`config.mk`:
```
export PLATFORM = sky130hd
export DESIGN_NAME = ddtm_timing_core
export DESIGN_NICKNAME = d
export VERILOG_FILES = /design/src/ddtm_pkg.sv /design/src/ddtm_cmd_if.sv /design/src/ddtm_cmd_decode.sv /design/src/ddtm_timing_core.sv
export SDC_FILE = /design/constraint.sdc
export NUM_CORES = 1
export LEC_CHECK = 0
export BUFFER_PORTS_ARGS = -buffer_cell sky130_fd_sc_hd__buf_4
export CAP_MARGIN = 20
export CORE_MARGIN = 4
export CORE_UTILIZATION = 55
export CTS_BUF_LIST = sky130_fd_sc_hd__clkbuf_8
export DETAILED_ROUTE_END_ITERATION = 8
export HOLD_SLACK_MARGIN = 0.1
export PLACE_DENSITY = 0.72
export SLEW_MARGIN = 40
export SYNTH_ARGS = -nofsm -noshare
export SYNTH_HDL_FRONTEND = slang
export SYNTH_SLANG_ARGS = --single-unit
```
`constraint.sdc`:
```
create_clock -name i_clk_sys -period 20.4 [get_ports i_clk_sys]
set_input_delay 6.12 -clock i_clk_sys [delete_from_list [all_inputs] [get_ports i_clk_sys]]
set_output_delay 6.12 -clock i_clk_sys [all_outputs]
set_load 0.005 [all_outputs]
```
`src/ddtm_pkg.sv`:
```
// shared constants, types and timing counts of the command timing guard
// assumes a single 250 MHz command clock shared with the memory controller
// Functional notes
// - 15 ns write recovery; auto-precharge closes the bank when recovery ends, then precharge time runs
// - mode register bit 12 picks fast or slow active power-down exit
// - calibration drive mode drives outputs within 0 to 12 ns; the core enables them 4 cycles (16 ns) after the command
// - strobe differential or single-ended per extended mode enable bit
`default_nettype none
package ddtm_pkg;
  localparam int CLK_PS = 4000;
  localparam int RRD_PS = 10000;
  localparam int FAW_PS = 45000;
  localparam int WR_PS = 15000;
  localparam int WTR_PS = 7500;
  localparam int RTP_PS = 7500;
  localparam int RFC_PS = 127500;
  localparam int XSNR_EXTRA_PS = 10000;
  localparam int RP_PS = 13125;
  localparam int OIT_MAX_PS = 12000;

  function automatic int ceil_cyc(input int ps);
    return (ps + CLK_PS - 1) / CLK_PS;
  endfunction

  function automatic int at_least_one(input int n);
    return (n < 1) ? 1 : n;
  endfunction

  localparam logic [7:0] RRD_CYC = 8'((ceil_cyc(RRD_PS) < 2) ? 2 : ceil_cyc(RRD_PS));
  localparam logic [7:0] FAW_CYC = 8'(ceil_cyc(FAW_PS));
  localparam logic [7:0] CCD_CYC = 8'h02;
  localparam logic [7:0] WR_CYC = 8'(ceil_cyc(WR_PS));
  localparam logic [7:0] WTR_CYC = 8'(ceil_cyc(WTR_PS));
  localparam logic [7:0] RTP_CYC = 8'(ceil_cyc(RTP_PS));
  localparam logic [7:0] XSNR_CYC = 8'(ceil_cyc(RFC_PS + XSNR_EXTRA_PS));
  localparam logic [7:0] XSRD_CYC = 8'hC8;
  localparam logic [7:0] XP_CYC = 8'h03;
  localparam logic [7:0] XARD_CYC = 8'h03;
  localparam logic [7:0] XARDS_BASE = 8'h0A;
  localparam logic [7:0] CKE_CYC = 8'h03;
  localparam logic [7:0] ANPD_CYC = 8'h04;
  localparam logic [7:0] AXPD_CYC = 8'h0B;
  localparam logic [7:0] RP_CYC = 8'(ceil_cyc(RP_PS));
  localparam logic [7:0] OIT_CYC = 8'(at_least_one(OIT_MAX_PS / CLK_PS));

  // mode register field positions
  localparam int MR_BL_LSB = 0;
  localparam int MR_CL_LSB = 4;
  localparam int MR_SLOW_EXIT_BIT = 12;
  localparam int EMR_AL_LSB = 3;
  localparam int EMR_OCD_LSB = 7;
  localparam int EMR_DQS_OFF_BIT = 10;
  localparam logic [2:0] BL_CODE_8 = 3'h3;
  localparam logic [2:0] OCD_DRIVE1 = 3'h1;
  localparam logic [2:0] OCD_DRIVE0 = 3'h2;

  localparam logic [2:0] RST_AL = 3'h0;
  localparam logic [2:0] RST_CL = 3'h3;
  localparam logic [2:0] RST_OCD = 3'h0;

  typedef enum logic [3:0] {
    CMD_NOP, CMD_MRS, CMD_EXTENDED_MODE_SET, CMD_REF, CMD_SREF, CMD_PDE, CMD_EXIT,
    CMD_PRE, CMD_ACT, CMD_WR, CMD_RD
  } ddtm_cmd_e;

  typedef enum logic [1:0] {PW_ON, PW_SREF, PW_PPD, PW_APD} ddtm_pwr_e;

  typedef struct packed {
    ddtm_cmd_e cmd;
    logic [2:0] ba;
    logic a10;
    logic cke;
    logic odt;
    logic [2:0] al;
    logic [2:0] cl;
    logic bl8;
    logic slow_exit;
    logic dqs_single;
    logic [2:0] ocd;
  } ddtm_dec_s;

  typedef struct packed {
    ddtm_pwr_e pwr;
    logic [7:0] bank_open;
    logic [7:0] int_pre;
    logic [7:0][7:0] ap_cnt;
    logic [7:0][7:0] rp_cnt;
    logic [3:0][7:0] faw;
    logic [7:0] act_gap;
    logic [7:0] col_gap;
    logic [7:0] wtr;
    logic [7:0] rtp;
    logic [7:0] wrec;
    logic [7:0] xs_nonread;
    logic [7:0] xs_read;
    logic [7:0] cke_cnt;
    logic [7:0] odt_cnt;
    logic [7:0] axpd;
    logic [7:0] cal_cnt;
    logic odt_prev;
    logic cal_level;
    logic cal_oe_n;
    logic viol;
  } ddtm_core_s;
endpackage
`default_nettype wire

```
`src/ddtm_cmd_if.sv`:
```
// decoded command and live mode settings passed from decoder to timing core
// assumes both ends run on the same clock
`timescale 1ns/10ps
`default_nettype none
interface ddtm_cmd_if;
  import ddtm_pkg::*;
  ddtm_cmd_e cmd;
  logic [2:0] ba;
  logic a10;
  logic cke;
  logic odt;
  logic [2:0] al;
  logic [2:0] cl;
  logic bl8;
  logic slow_exit;
  logic dqs_single;
  logic [2:0] ocd;
  modport dec (output cmd, ba, a10, cke, odt, al, cl, bl8, slow_exit, dqs_single, ocd);
  modport core (input cmd, ba, a10, cke, odt, al, cl, bl8, slow_exit, dqs_single, ocd);
endinterface
`default_nettype wire

```
`src/ddtm_cmd_decode.sv`:
```
// command pin decoder and mode register holder
// assumes command pins come from controller logic on the same clock
`timescale 1ns/10ps
`default_nettype none
module ddtm_cmd_decode (
  input wire logic i_clk_sys,
  input wire logic i_reset,
  input wire logic i_cke,
  input wire logic i_cs_n,
  input wire logic i_ras_n,
  input wire logic i_cas_n,
  input wire logic i_we_n,
  input wire logic [2:0] i_ba,
  input wire logic [13:0] i_addr,
  input wire logic i_odt,
  ddtm_cmd_if.dec bus
);
  import ddtm_pkg::*;
  ddtm_dec_s q, d;

  always_comb begin
    d = q;
    d.cmd = CMD_NOP;
    d.ba = i_ba;
    d.a10 = i_addr[10];
    d.cke = i_cke;
    d.odt = i_odt;
    if (q.cke && !i_cke) begin
      // enable falling with refresh selected means self refresh, else power-down
      d.cmd = (!i_cs_n && !i_ras_n && !i_cas_n && i_we_n) ? CMD_SREF : CMD_PDE;
    end else if (!q.cke && i_cke) begin
      d.cmd = CMD_EXIT;
    end else if (q.cke && !i_cs_n) begin
      case ({i_ras_n, i_cas_n, i_we_n})
        3'h0: begin
          if (i_ba == 3'h0) begin
            d.cmd = CMD_MRS;
            d.bl8 = (i_addr[MR_BL_LSB +: 3] == BL_CODE_8);
            d.cl = i_addr[MR_CL_LSB +: 3];
            d.slow_exit = i_addr[MR_SLOW_EXIT_BIT];
          end else if (i_ba == 3'h1) begin
            d.cmd = CMD_EXTENDED_MODE_SET;
            d.al = i_addr[EMR_AL_LSB +: 3];
            d.ocd = i_addr[EMR_OCD_LSB +: 3];
            d.dqs_single = i_addr[EMR_DQS_OFF_BIT];
          end else begin
            d.cmd = CMD_NOP;
          end
        end
        3'h1: d.cmd = CMD_REF;
        3'h2: d.cmd = CMD_PRE;
        3'h3: d.cmd = CMD_ACT;
        3'h4: d.cmd = CMD_WR;
        3'h5: d.cmd = CMD_RD;
        default: d.cmd = CMD_NOP;
      endcase
    end
  end

  always_ff @(posedge i_clk_sys or posedge i_reset) begin
    if (i_reset) begin
      q <= '{cmd: CMD_NOP, ba: 3'h0, a10: 1'b0, cke: 1'b0, odt: 1'b0, al: RST_AL, cl: RST_CL,
             bl8: 1'b0, slow_exit: 1'b0, dqs_single: 1'b0, ocd: RST_OCD};
    end else begin
      q <= d;
    end
  end

  assign bus.cmd = q.cmd;
  assign bus.ba = q.ba;
  assign bus.a10 = q.a10;
  assign bus.cke = q.cke;
  assign bus.odt = q.odt;
  assign bus.al = q.al;
  assign bus.cl = q.cl;
  assign bus.bl8 = q.bl8;
  assign bus.slow_exit = q.slow_exit;
  assign bus.dqs_single = q.dqs_single;
  assign bus.ocd = q.ocd;

  AST_SLOW_EXIT: assert property (@(posedge i_clk_sys) disable iff (i_reset)
    (q.cke && i_cke && !i_cs_n && !i_ras_n && !i_cas_n && !i_we_n && i_ba == 3'h0)
      |=> (bus.slow_exit == $past(i_addr[MR_SLOW_EXIT_BIT])) && bus.cmd == CMD_MRS)
    else $error("exit speed bit not taken from mode set");
  AST_DQS_MODE: assert property (@(posedge i_clk_sys) disable iff (i_reset)
    (bus.cmd != CMD_EXTENDED_MODE_SET) |-> (bus.dqs_single == $past(bus.dqs_single)) or $past(i_reset))
    else $error("strobe mode changed without extended mode set");
endmodule
`default_nettype wire

```
`src/ddtm_timing_core.sv`:
```
// command timing guard of the memory device: bank state, auto-precharge,
// power-state exit timers, calibration drive and strobe mode
// assumes the controller drives pins synchronously to i_clk_sys
`timescale 1ns/10ps
`default_nettype none
module ddtm_timing_core (
  input wire logic i_clk_sys,
  input wire logic i_reset,
  input wire logic i_cke,
  input wire logic i_cs_n,
  input wire logic i_ras_n,
  input wire logic i_cas_n,
  input wire logic i_we_n,
  input wire logic [2:0] i_ba,
  input wire logic [13:0] i_addr,
  input wire logic i_odt,
  output logic o_violation,
  output logic [7:0] o_bank_open,
  output logic [7:0] o_int_precharge,
  output logic o_slow_exit,
  output logic o_dqs_single_ended,
  output logic o_cal_drive_level,
  output logic o_cal_drive_oe_n,
  output logic o_odt_sync_ok,
  output logic o_self_refresh,
  output logic o_power_down
);
  import ddtm_pkg::*;

  ddtm_cmd_if c ();
  ddtm_core_s q, d;

  ddtm_cmd_decode u_dec (
    .i_clk_sys(i_clk_sys),
    .i_reset(i_reset),
    .i_cke(i_cke),
    .i_cs_n(i_cs_n),
    .i_ras_n(i_ras_n),
    .i_cas_n(i_cas_n),
    .i_we_n(i_we_n),
    .i_ba(i_ba),
    .i_addr(i_addr),
    .i_odt(i_odt),
    .bus(c)
  );

  ////////////////////////////////////////////////////////////////////////////
  function automatic logic [7:0] dec8(input logic [7:0] x);
    return (x == 8'h00) ? 8'h00 : x - 8'h01;
  endfunction

  // cycles from a write command to the end of its data burst
  function automatic logic [7:0] wr_end(input logic [2:0] al, input logic [2:0] cl, input logic bl8);
    return 8'(al) + 8'(cl) - 8'h01 + (bl8 ? 8'h04 : 8'h02);
  endfunction

  function automatic logic [7:0] rd_to_pre(input logic [2:0] al, input logic bl8);
    logic [7:0] n;
    n = 8'(al) + (bl8 ? 8'h04 : 8'h02);
    return (n < RTP_CYC) ? RTP_CYC : n;
  endfunction

  ////////////////////////////////////////////////////////////////////////////
  logic faw_full;
  logic bad;
  logic placed;

  always_comb begin
    d = q;
    bad = 1'b0;
    placed = 1'b0;
    faw_full = (q.faw[0] != 8'h00) && (q.faw[1] != 8'h00) && (q.faw[2] != 8'h00) && (q.faw[3] != 8'h00);
    d.int_pre = 8'h00;
    d.act_gap = dec8(q.act_gap);
    d.col_gap = dec8(q.col_gap);
    d.wtr = dec8(q.wtr);
    d.rtp = dec8(q.rtp);
    d.wrec = dec8(q.wrec);
    d.xs_nonread = dec8(q.xs_nonread);
    d.xs_read = dec8(q.xs_read);
    d.cke_cnt = dec8(q.cke_cnt);
    d.odt_cnt = dec8(q.odt_cnt);
    d.axpd = dec8(q.axpd);
    d.cal_cnt = dec8(q.cal_cnt);
    for (int i = 0; i < 4; i++) begin
      d.faw[i] = dec8(q.faw[i]);
    end
    for (int b = 0; b < 8; b++) begin
      d.ap_cnt[b] = dec8(q.ap_cnt[b]);
      d.rp_cnt[b] = dec8(q.rp_cnt[b]);
      // internal precharge fires once the auto-precharge delay runs out
      if (q.ap_cnt[b] == 8'h01) begin
        d.int_pre[b] = 1'b1;
        d.bank_open[b] = 1'b0;
        d.rp_cnt[b] = RP_CYC - 8'h01;
      end
    end
    if (q.cal_cnt == 8'h01) begin
      d.cal_oe_n = 1'b0;
    end
    d.odt_prev = c.odt;
    if (c.odt != q.odt_prev) begin
      d.odt_cnt = ANPD_CYC - 8'h01;
    end

    case (c.cmd)
      CMD_ACT: begin
        bad = (q.act_gap != 8'h00) || faw_full || (q.rp_cnt[c.ba] != 8'h00)
              || (q.xs_nonread != 8'h00) || q.bank_open[c.ba];
        d.bank_open[c.ba] = 1'b1;
        d.act_gap = RRD_CYC - 8'h01;
        for (int i = 0; i < 4; i++) begin
          if (!placed && q.faw[i] == 8'h00) begin
            d.faw[i] = FAW_CYC - 8'h01;
            placed = 1'b1;
          end
        end
      end
      CMD_WR: begin
        bad = (q.col_gap != 8'h00) || !q.bank_open[c.ba] || (q.xs_nonread != 8'h00);
        d.col_gap = CCD_CYC - 8'h01;
        d.wtr = wr_end(c.al, c.cl, c.bl8) + WTR_CYC - 8'h01;
        d.wrec = wr_end(c.al, c.cl, c.bl8) + WR_CYC - 8'h01;
        if (c.a10) begin
          // precharge lands after recovery, so the bank reopens after recovery plus precharge
          d.ap_cnt[c.ba] = wr_end(c.al, c.cl, c.bl8) + WR_CYC;
        end
      end
      CMD_RD: begin
        bad = (q.col_gap != 8'h00) || !q.bank_open[c.ba] || (q.wtr != 8'h00)
              || (q.xs_read != 8'h00);
        d.col_gap = CCD_CYC - 8'h01;
        d.rtp = rd_to_pre(c.al, c.bl8) - 8'h01;
        if (c.a10) begin
          d.ap_cnt[c.ba] = rd_to_pre(c.al, c.bl8);
        end
      end
      CMD_PRE: begin
        bad = (q.rtp != 8'h00) || (q.wrec != 8'h00) || (q.xs_nonread != 8'h00);
        for (int b = 0; b < 8; b++) begin
          if ((c.a10 || c.ba == 3'(b)) && q.bank_open[b]) begin
            d.bank_open[b] = 1'b0;
            d.rp_cnt[b] = RP_CYC - 8'h01;
          end
        end
      end
      CMD_REF, CMD_MRS: begin
        bad = (q.xs_nonread != 8'h00) || (q.bank_open != 8'h00);
      end
      CMD_EXTENDED_MODE_SET: begin
        bad = (q.xs_nonread != 8'h00);
        if (c.ocd == OCD_DRIVE1 || c.ocd == OCD_DRIVE0) begin
          d.cal_level = (c.ocd == OCD_DRIVE1);
          d.cal_cnt = OIT_CYC;
          d.cal_oe_n = 1'b1;
        end else begin
          d.cal_cnt = 8'h00;
          d.cal_oe_n = 1'b1;
        end
      end
      CMD_SREF, CMD_PDE: begin
        bad = (q.cke_cnt != 8'h00) || (q.odt_cnt != 8'h00);
        d.cke_cnt = CKE_CYC - 8'h01;
        if (c.cmd == CMD_SREF) begin
          d.pwr = PW_SREF;
        end else begin
          d.pwr = (q.bank_open != 8'h00) ? PW_APD : PW_PPD;
        end
      end
      CMD_EXIT: begin
        bad = (q.cke_cnt != 8'h00);
        d.cke_cnt = CKE_CYC - 8'h01;
        d.axpd = AXPD_CYC - 8'h01;
        d.pwr = PW_ON;
        case (q.pwr)
          PW_SREF: begin
            d.xs_nonread = XSNR_CYC - 8'h01;
            d.xs_read = XSRD_CYC - 8'h01;
          end
          PW_PPD: d.xs_nonread = XP_CYC - 8'h01;
          PW_APD: begin
            // slow exit trades wake-up latency for lower standby power
            d.xs_read = c.slow_exit ? (XARDS_BASE - 8'(c.al) - 8'h01) : (XARD_CYC - 8'h01);
          end
          default: d.pwr = PW_ON;
        endcase
      end
      default: bad = 1'b0;
    endcase
    d.viol = bad;
  end

  always_ff @(posedge i_clk_sys or posedge i_reset) begin
    if (i_reset) begin
      q <= '{pwr: PW_ON, bank_open: 8'h00, int_pre: 8'h00, ap_cnt: '0, rp_cnt: '0, faw: '0,
             act_gap: 8'h00, col_gap: 8'h00, wtr: 8'h00, rtp: 8'h00, wrec: 8'h00,
             xs_nonread: 8'h00, xs_read: 8'h00, cke_cnt: 8'h00, odt_cnt: 8'h00, axpd: 8'h00,
             cal_cnt: 8'h00, odt_prev: 1'b0, cal_level: 1'b0, cal_oe_n: 1'b1, viol: 1'b0};
    end else begin
      q <= d;
    end
  end

  ////////////////////////////////////////////////////////////////////////////
  assign o_violation = q.viol;
  assign o_bank_open = q.bank_open;
  assign o_int_precharge = q.int_pre;
  assign o_slow_exit = c.slow_exit;
  assign o_dqs_single_ended = c.dqs_single;
  assign o_cal_drive_level = q.cal_level;
  assign o_cal_drive_oe_n = q.cal_oe_n;
  assign o_odt_sync_ok = (q.axpd == 8'h00);
  assign o_self_refresh = (q.pwr == PW_SREF);
  assign o_power_down = (q.pwr == PW_PPD) || (q.pwr == PW_APD);

  AST_ACT_GAP: assert property (@(posedge i_clk_sys) disable iff (i_reset)
    (c.cmd == CMD_ACT && q.act_gap != 8'h00) |=> o_violation)
    else $error("activate inside activate gap not flagged");
  AST_FAW: assert property (@(posedge i_clk_sys) disable iff (i_reset)
    (c.cmd == CMD_ACT && q.faw[0] != 8'h00 && q.faw[1] != 8'h00 && q.faw[2] != 8'h00
      && q.faw[3] != 8'h00) |=> o_violation)
    else $error("fifth activate in window not flagged");
  AST_COL_GAP: assert property (@(posedge i_clk_sys) disable iff (i_reset)
    ((c.cmd == CMD_RD || c.cmd == CMD_WR) ##1 (c.cmd == CMD_RD || c.cmd == CMD_WR)) |=> o_violation)
    else $error("back to back column commands not flagged");
  AST_AP_WRITE: assert property (@(posedge i_clk_sys) disable iff (i_reset)
    (c.cmd == CMD_WR && c.a10 && q.ap_cnt[c.ba] == 8'h00 && c.cl == 3'h3 && c.al == 3'h0 && !c.bl8)
      |-> ##9 o_int_precharge[$past(c.ba, 9)])
    else $error("write auto-precharge not at recovery end");
  AST_WTR: assert property (@(posedge i_clk_sys) disable iff (i_reset)
    (c.cmd == CMD_WR ##1 c.cmd == CMD_RD) |=> o_violation)
    else $error("read right after write not flagged");
  AST_SREF_READ: assert property (@(posedge i_clk_sys) disable iff (i_reset)
    (c.cmd == CMD_EXIT && q.pwr == PW_SREF) |=> (q.xs_read == XSRD_CYC - 8'h01) ##1 !o_self_refresh)
    else $error("self refresh exit read timer not loaded");
  AST_CKE: assert property (@(posedge i_clk_sys) disable iff (i_reset)
    ((c.cmd == CMD_PDE || c.cmd == CMD_SREF) ##1 c.cmd == CMD_EXIT) |=> o_violation)
    else $error("short clock enable pulse not flagged");
  AST_CAL_DRIVE: assert property (@(posedge i_clk_sys) disable iff (i_reset)
    (c.cmd == CMD_EXTENDED_MODE_SET && c.ocd == OCD_DRIVE0) ##1 (c.cmd != CMD_EXTENDED_MODE_SET) [*3] |=> !o_cal_drive_oe_n)
    else $error("calibration drive not enabled within delay");
endmodule
`default_nettype wire

```
After elaboration in Yosys (flattened, before gate mapping)
Cells that the tools add are included.
Widths: inputs -> output; s select.
Cells by class
  add/subtract/negate cells: 42
  $lt $le $gt $ge: 3
  equality and inequality tests: 39
  muxes and demuxes: 125
  bitwise gates (word level): 4
  reduce and logical (&&, ||, !) cells: 110
Operators by type and width (number)
  $mux 8: 62
  $sub 8x1->8 const B: 34
  $logic_not 8->1: 31
  $mux 64: 3
  $bwmux 64: 2
  $pmux 64 s2: 1
  $reduce_bool 8->1: 15
  $eq 8x1->1 const B: 9
  $pmux 8 s2: 3
  $mux 40: 1
  $mux 1: 36
  $bmux 8 s3: 1
  $demux 8 s3: 1
  $pmux 4 s6: 1
  $logic_or 1x1->1: 22
  $logic_and 1x1->1: 21
  $mux 4: 5
  $eq 3x2->1 const B: 6
  $eq 3x3->1 const B: 6
  $eq 4x3->1 const B: 4
  $mux 16: 1
  $eq 3x1->1 const B: 4
  $eq 4x4->1 const B: 3
  $logic_not 1->1: 9
  other kinds (30): 42
Storage, ports and cells
  bits in registers: 292
  word-level logic and storage cells: 372

Depth between registers and ports, before layout
  word-level depth: 15
  mapped depth: 16
  mapped depth without buffers: 14

Modules after synthesis
From an unflattened synthesis, not the netlist that was laid out.
Second synthesis, totals
  cells, all modules: 1528
  area, all modules: 15235.9 µm²
Modules (own cells, without submodules)
  ddtm_timing_core: instances 1, cells each 1465, area an instance 14312.5 µm²
  ddtm_cmd_decode: instances 1, cells each 63, area an instance 923.4 µm²

Worst setup path before layout
OpenSTA, ideal clock, no wires.
  path type: register -> output
  from: register q[16] (netlist bit)
  to: output port o_odt_sync_ok
  arrival: 1.387 ns
  setup slack: 12.893 ns
  stages on the path, launching flop included: 3
  buffers on the path: 0
  cells stage by stage: dfrtp_1 -> or4_1 -> nor4b_1
On the way
  cells in the longest elaborated chain, start to end: 1
RTL lines
  from (decl): RTL line ddtm_timing_core.sv:31  | ddtm_core_s q, d;
  from (signal assigned): RTL line ddtm_timing_core.sv:195  | q <= '{pwr: PW_ON, bank_open: 8'h00, int_pre: 8'h00, ap_cnt: '0, rp_cnt: '0, faw: '0,
  $logic_not 8->1: RTL line ddtm_timing_core.sv:212  | assign o_odt_sync_ok = (q.axpd == 8'h00);
  to (decl): RTL line ddtm_timing_core.sv:24  | output logic o_odt_sync_ok,
Every way passes these cells.

Worst setup path in the final report
Same ends and word-level chain as after synthesis.

==> results.json <==
{
  "status": "finished, final reports clean",
  "synthesis.instances": 1538,
  "tns_ps": 0,
  "synth_area_per_cell_sq_um": 9.87,
  "drv_cap": 0,
  "clockRootBuffer": "clkbuf_8",
  "grt_util_all_layers_pct": 20.7,
  "fillerInstances": 2227,
  "cts_hold_buf": 0,
  "worst_pin_slew_ps": 864,
  "timing.rr.start": "u_dec.bus.al[1]",
  "initial_core_util_pct": 56.1,
  "whs_path_depth": 0,
  "rsz0062_at_grt": "no",
  "cp.required_ps": 14280,
  "synth_edf_count": 0,
  "h-tree-depth": 2,
  "rows": 60,
  "syn2layout_area_growth_pct": 10.7,
  "yosys_warnings": 0,
  "start_kind": "flip-flop",
  "drtAntennaViolNets": 0,
  "cts_tree": "yes",
  "design_area_sq_um": 16800,
  "final_cell_mix": "dfrtp_1, nor2_1, inv_1, xnor2_1, nand2_1",
  "synthFlopType": "dfrtp_1",
  "slew_headroom_pct": 42.2,
  "wl_mm": 31.0,
  "grt_pass1_vias": 11000,
  "path_class": "flip-flop to output pin",
  "endpoint_kind": "output pin",
  "final_nets": 1706,
  "cts.sinks": 292,
  "drt-pass1-iter-count": 5,
  "netlist_area_sq_um": 15200,
  "port-buffer-count": 46,
  "die_h_um": 174,
  "clk_latency_ps": 570,
  "period_needed_ps": 8390,
  "drtIter0Drc": 654,
  "arrival_ps": 2270,
  "reg2reg_setup_slack_ps": 16380,
  "layout_setup_ws_ps": 12010,
  "die_x_um": 174,
  "maxSlewViolCount": 0,
  "final_util_pct": 62.1,
  "cts_buffers": 50,
  "core_area_sq_um": 27000,
  "crit_path_max_fanout": 4,
  "r2r_cells": 14,
  "period_share_pct": 41.1,
  "diodes": 0,
  "synth-seq-area-share_pct": 48.2,
  "synth_cell_types": 72,
  "antenna_found_initial": 0,
  "cts_setup_buffers": 0,
  "place_hpwl_mm": 21.3,
  "grt_pass1_wl_mm": 53.1,
  "holdCritPathClass": "flip-flop to flip-flop",
  "die-area_sq_um": 30300,
  "holdCritStartpoint": "u_dec.bus.odt",
  "num_vias": 11100,
  "setup-violations-final": 0,
  "rr_endpoint": "q[57]",
  "whs_ps": 394,
  "hold_end": "q[3]",
  "syn_nets": 1648,
  "cellLeakagePower_uw": 0.00759,
  "powerDensity_nw_per_um2": 148,
  "cts_buffer_depth": 3,
  "wire_per_inst_um": 15.7,
  "vias_per_cell": 5.62,
  "place.gp.congestion": 0.843,
  "place_worst_setup_slack_ps": 12490,
  "cts_resized": 0,
  "hold_viol": 0,
  "drc": 0,
  "ys_seq_elements": 292,
  "synthArstFlopShare_pct": 100,
  "drive_above_1_share_pct": 10.1,
  "layout_commonest_cell": "dfrtp_1",
  "grt_overflow_total": 0,
  "max_freq_mhz": 119,
  "clk_pin_slew_ps": 60,
  "grt_max_degree": 116,
  "io_pins": 49,
  "skew_ps": 25.5,
  "dpl_cell_area_sq_um": 15800,
  "ir_drop_v": 0.0000549
}
==> critical path, cell delays in order, from the launching register on <==
cell and delay (ps):
dfrtp_1 400, or4_1 580, nor4b_1 530, buf_4 210
==> Yosys cell counts, types with 35 or more instances <==
master   instances  share of area, %
dfrtp_1        289                48
nor2_1         196               4.8
xnor2_1        116               6.7
inv_1          111               2.7
nand2_1        106               2.6
ha_1            82               6.8
o22ai_1         77               3.2
o21ai_0         67               2.2
xor2_1          56               3.2
nor3_1          53               1.7
nand3_1         37               1.2
nor4_1          35               1.4
==> per-stage QoR <==
step	cells	power (uW)
final	1974	2480
after global routing	1974	2700
after CTS	1974	2500
after detailed placement	1885	1960
after global placement	1884	1920
after floorplan	1538	1750
==> layer usage <==
layer	up-vias	global-route usage (%)	routed length, um
li1	5425	-	-
met1	5394	29.4	14500
met2	212	33.0	14400
met3	54	3.68	1390
met4	0	6.20	693
met5	-	0	0
==> logic make-up (layout without fill, tap and decap cells) <==
kind of cell	Yosys count	in the layout	synth area share, %
AO/OA/AOI/OAI	256	256	10.4
multiplexers	20	20	1.60
adder cells (fa/ha/maj)	86	86	7.22
flip-flops	292	292	48.2
buffers and inverters	153	248	4.33
XOR/XNOR	173	173	10.1
AND/OR/NAND/NOR	558	558	18.2
==> cell type report <==
cell class	count	area (sq um)	area share, %
sequential	292	7310	43.5
multi-input combinational	1093	7240	43.1
clock buffer	63	867	5.16
inverter	111	429	2.56
tap	341	427	2.54
timing repair buffer	48	393	2.34
clock inverter	26	130	0.775
==> power by group <==
group | internal [uW] | switching [uW]
clock network | 288 | 228
registers | 836 | 231
logic | 421 | 477
==> worst max-delay path by stage <==
| stage | slack (ps) | end | start | cells past startpoint |
|---|---|---|---|---|
| floorplan | 6220 | o_bank_open[0] | i_reset | 1 |
| global placement | 12550 | u_dec.bus.al[1] | i_cke | 8 |
| detailed placement | 12490 | u_dec.bus.ocd[0] | i_cke | 8 |
| CTS | 11960 | o_odt_sync_ok | q[16] | 3 |
| global route | 11830 | o_odt_sync_ok | q[16] | 3 |
| finish | 12010 | o_odt_sync_ok | q[16] | 3 |
==> state kept, by name (all words and copies together) (netlist names), 3 cells and up <==
name / flops
u_dec.bus.al: 3
u_dec.bus.ocd: 3
u_dec.bus.cmd: 4
u_dec.bus.cl: 3
u_dec.bus.ba: 3
o_int_precharge: 8
o_bank_open: 8
q: 251
Power figures use the tool's default switching activity.
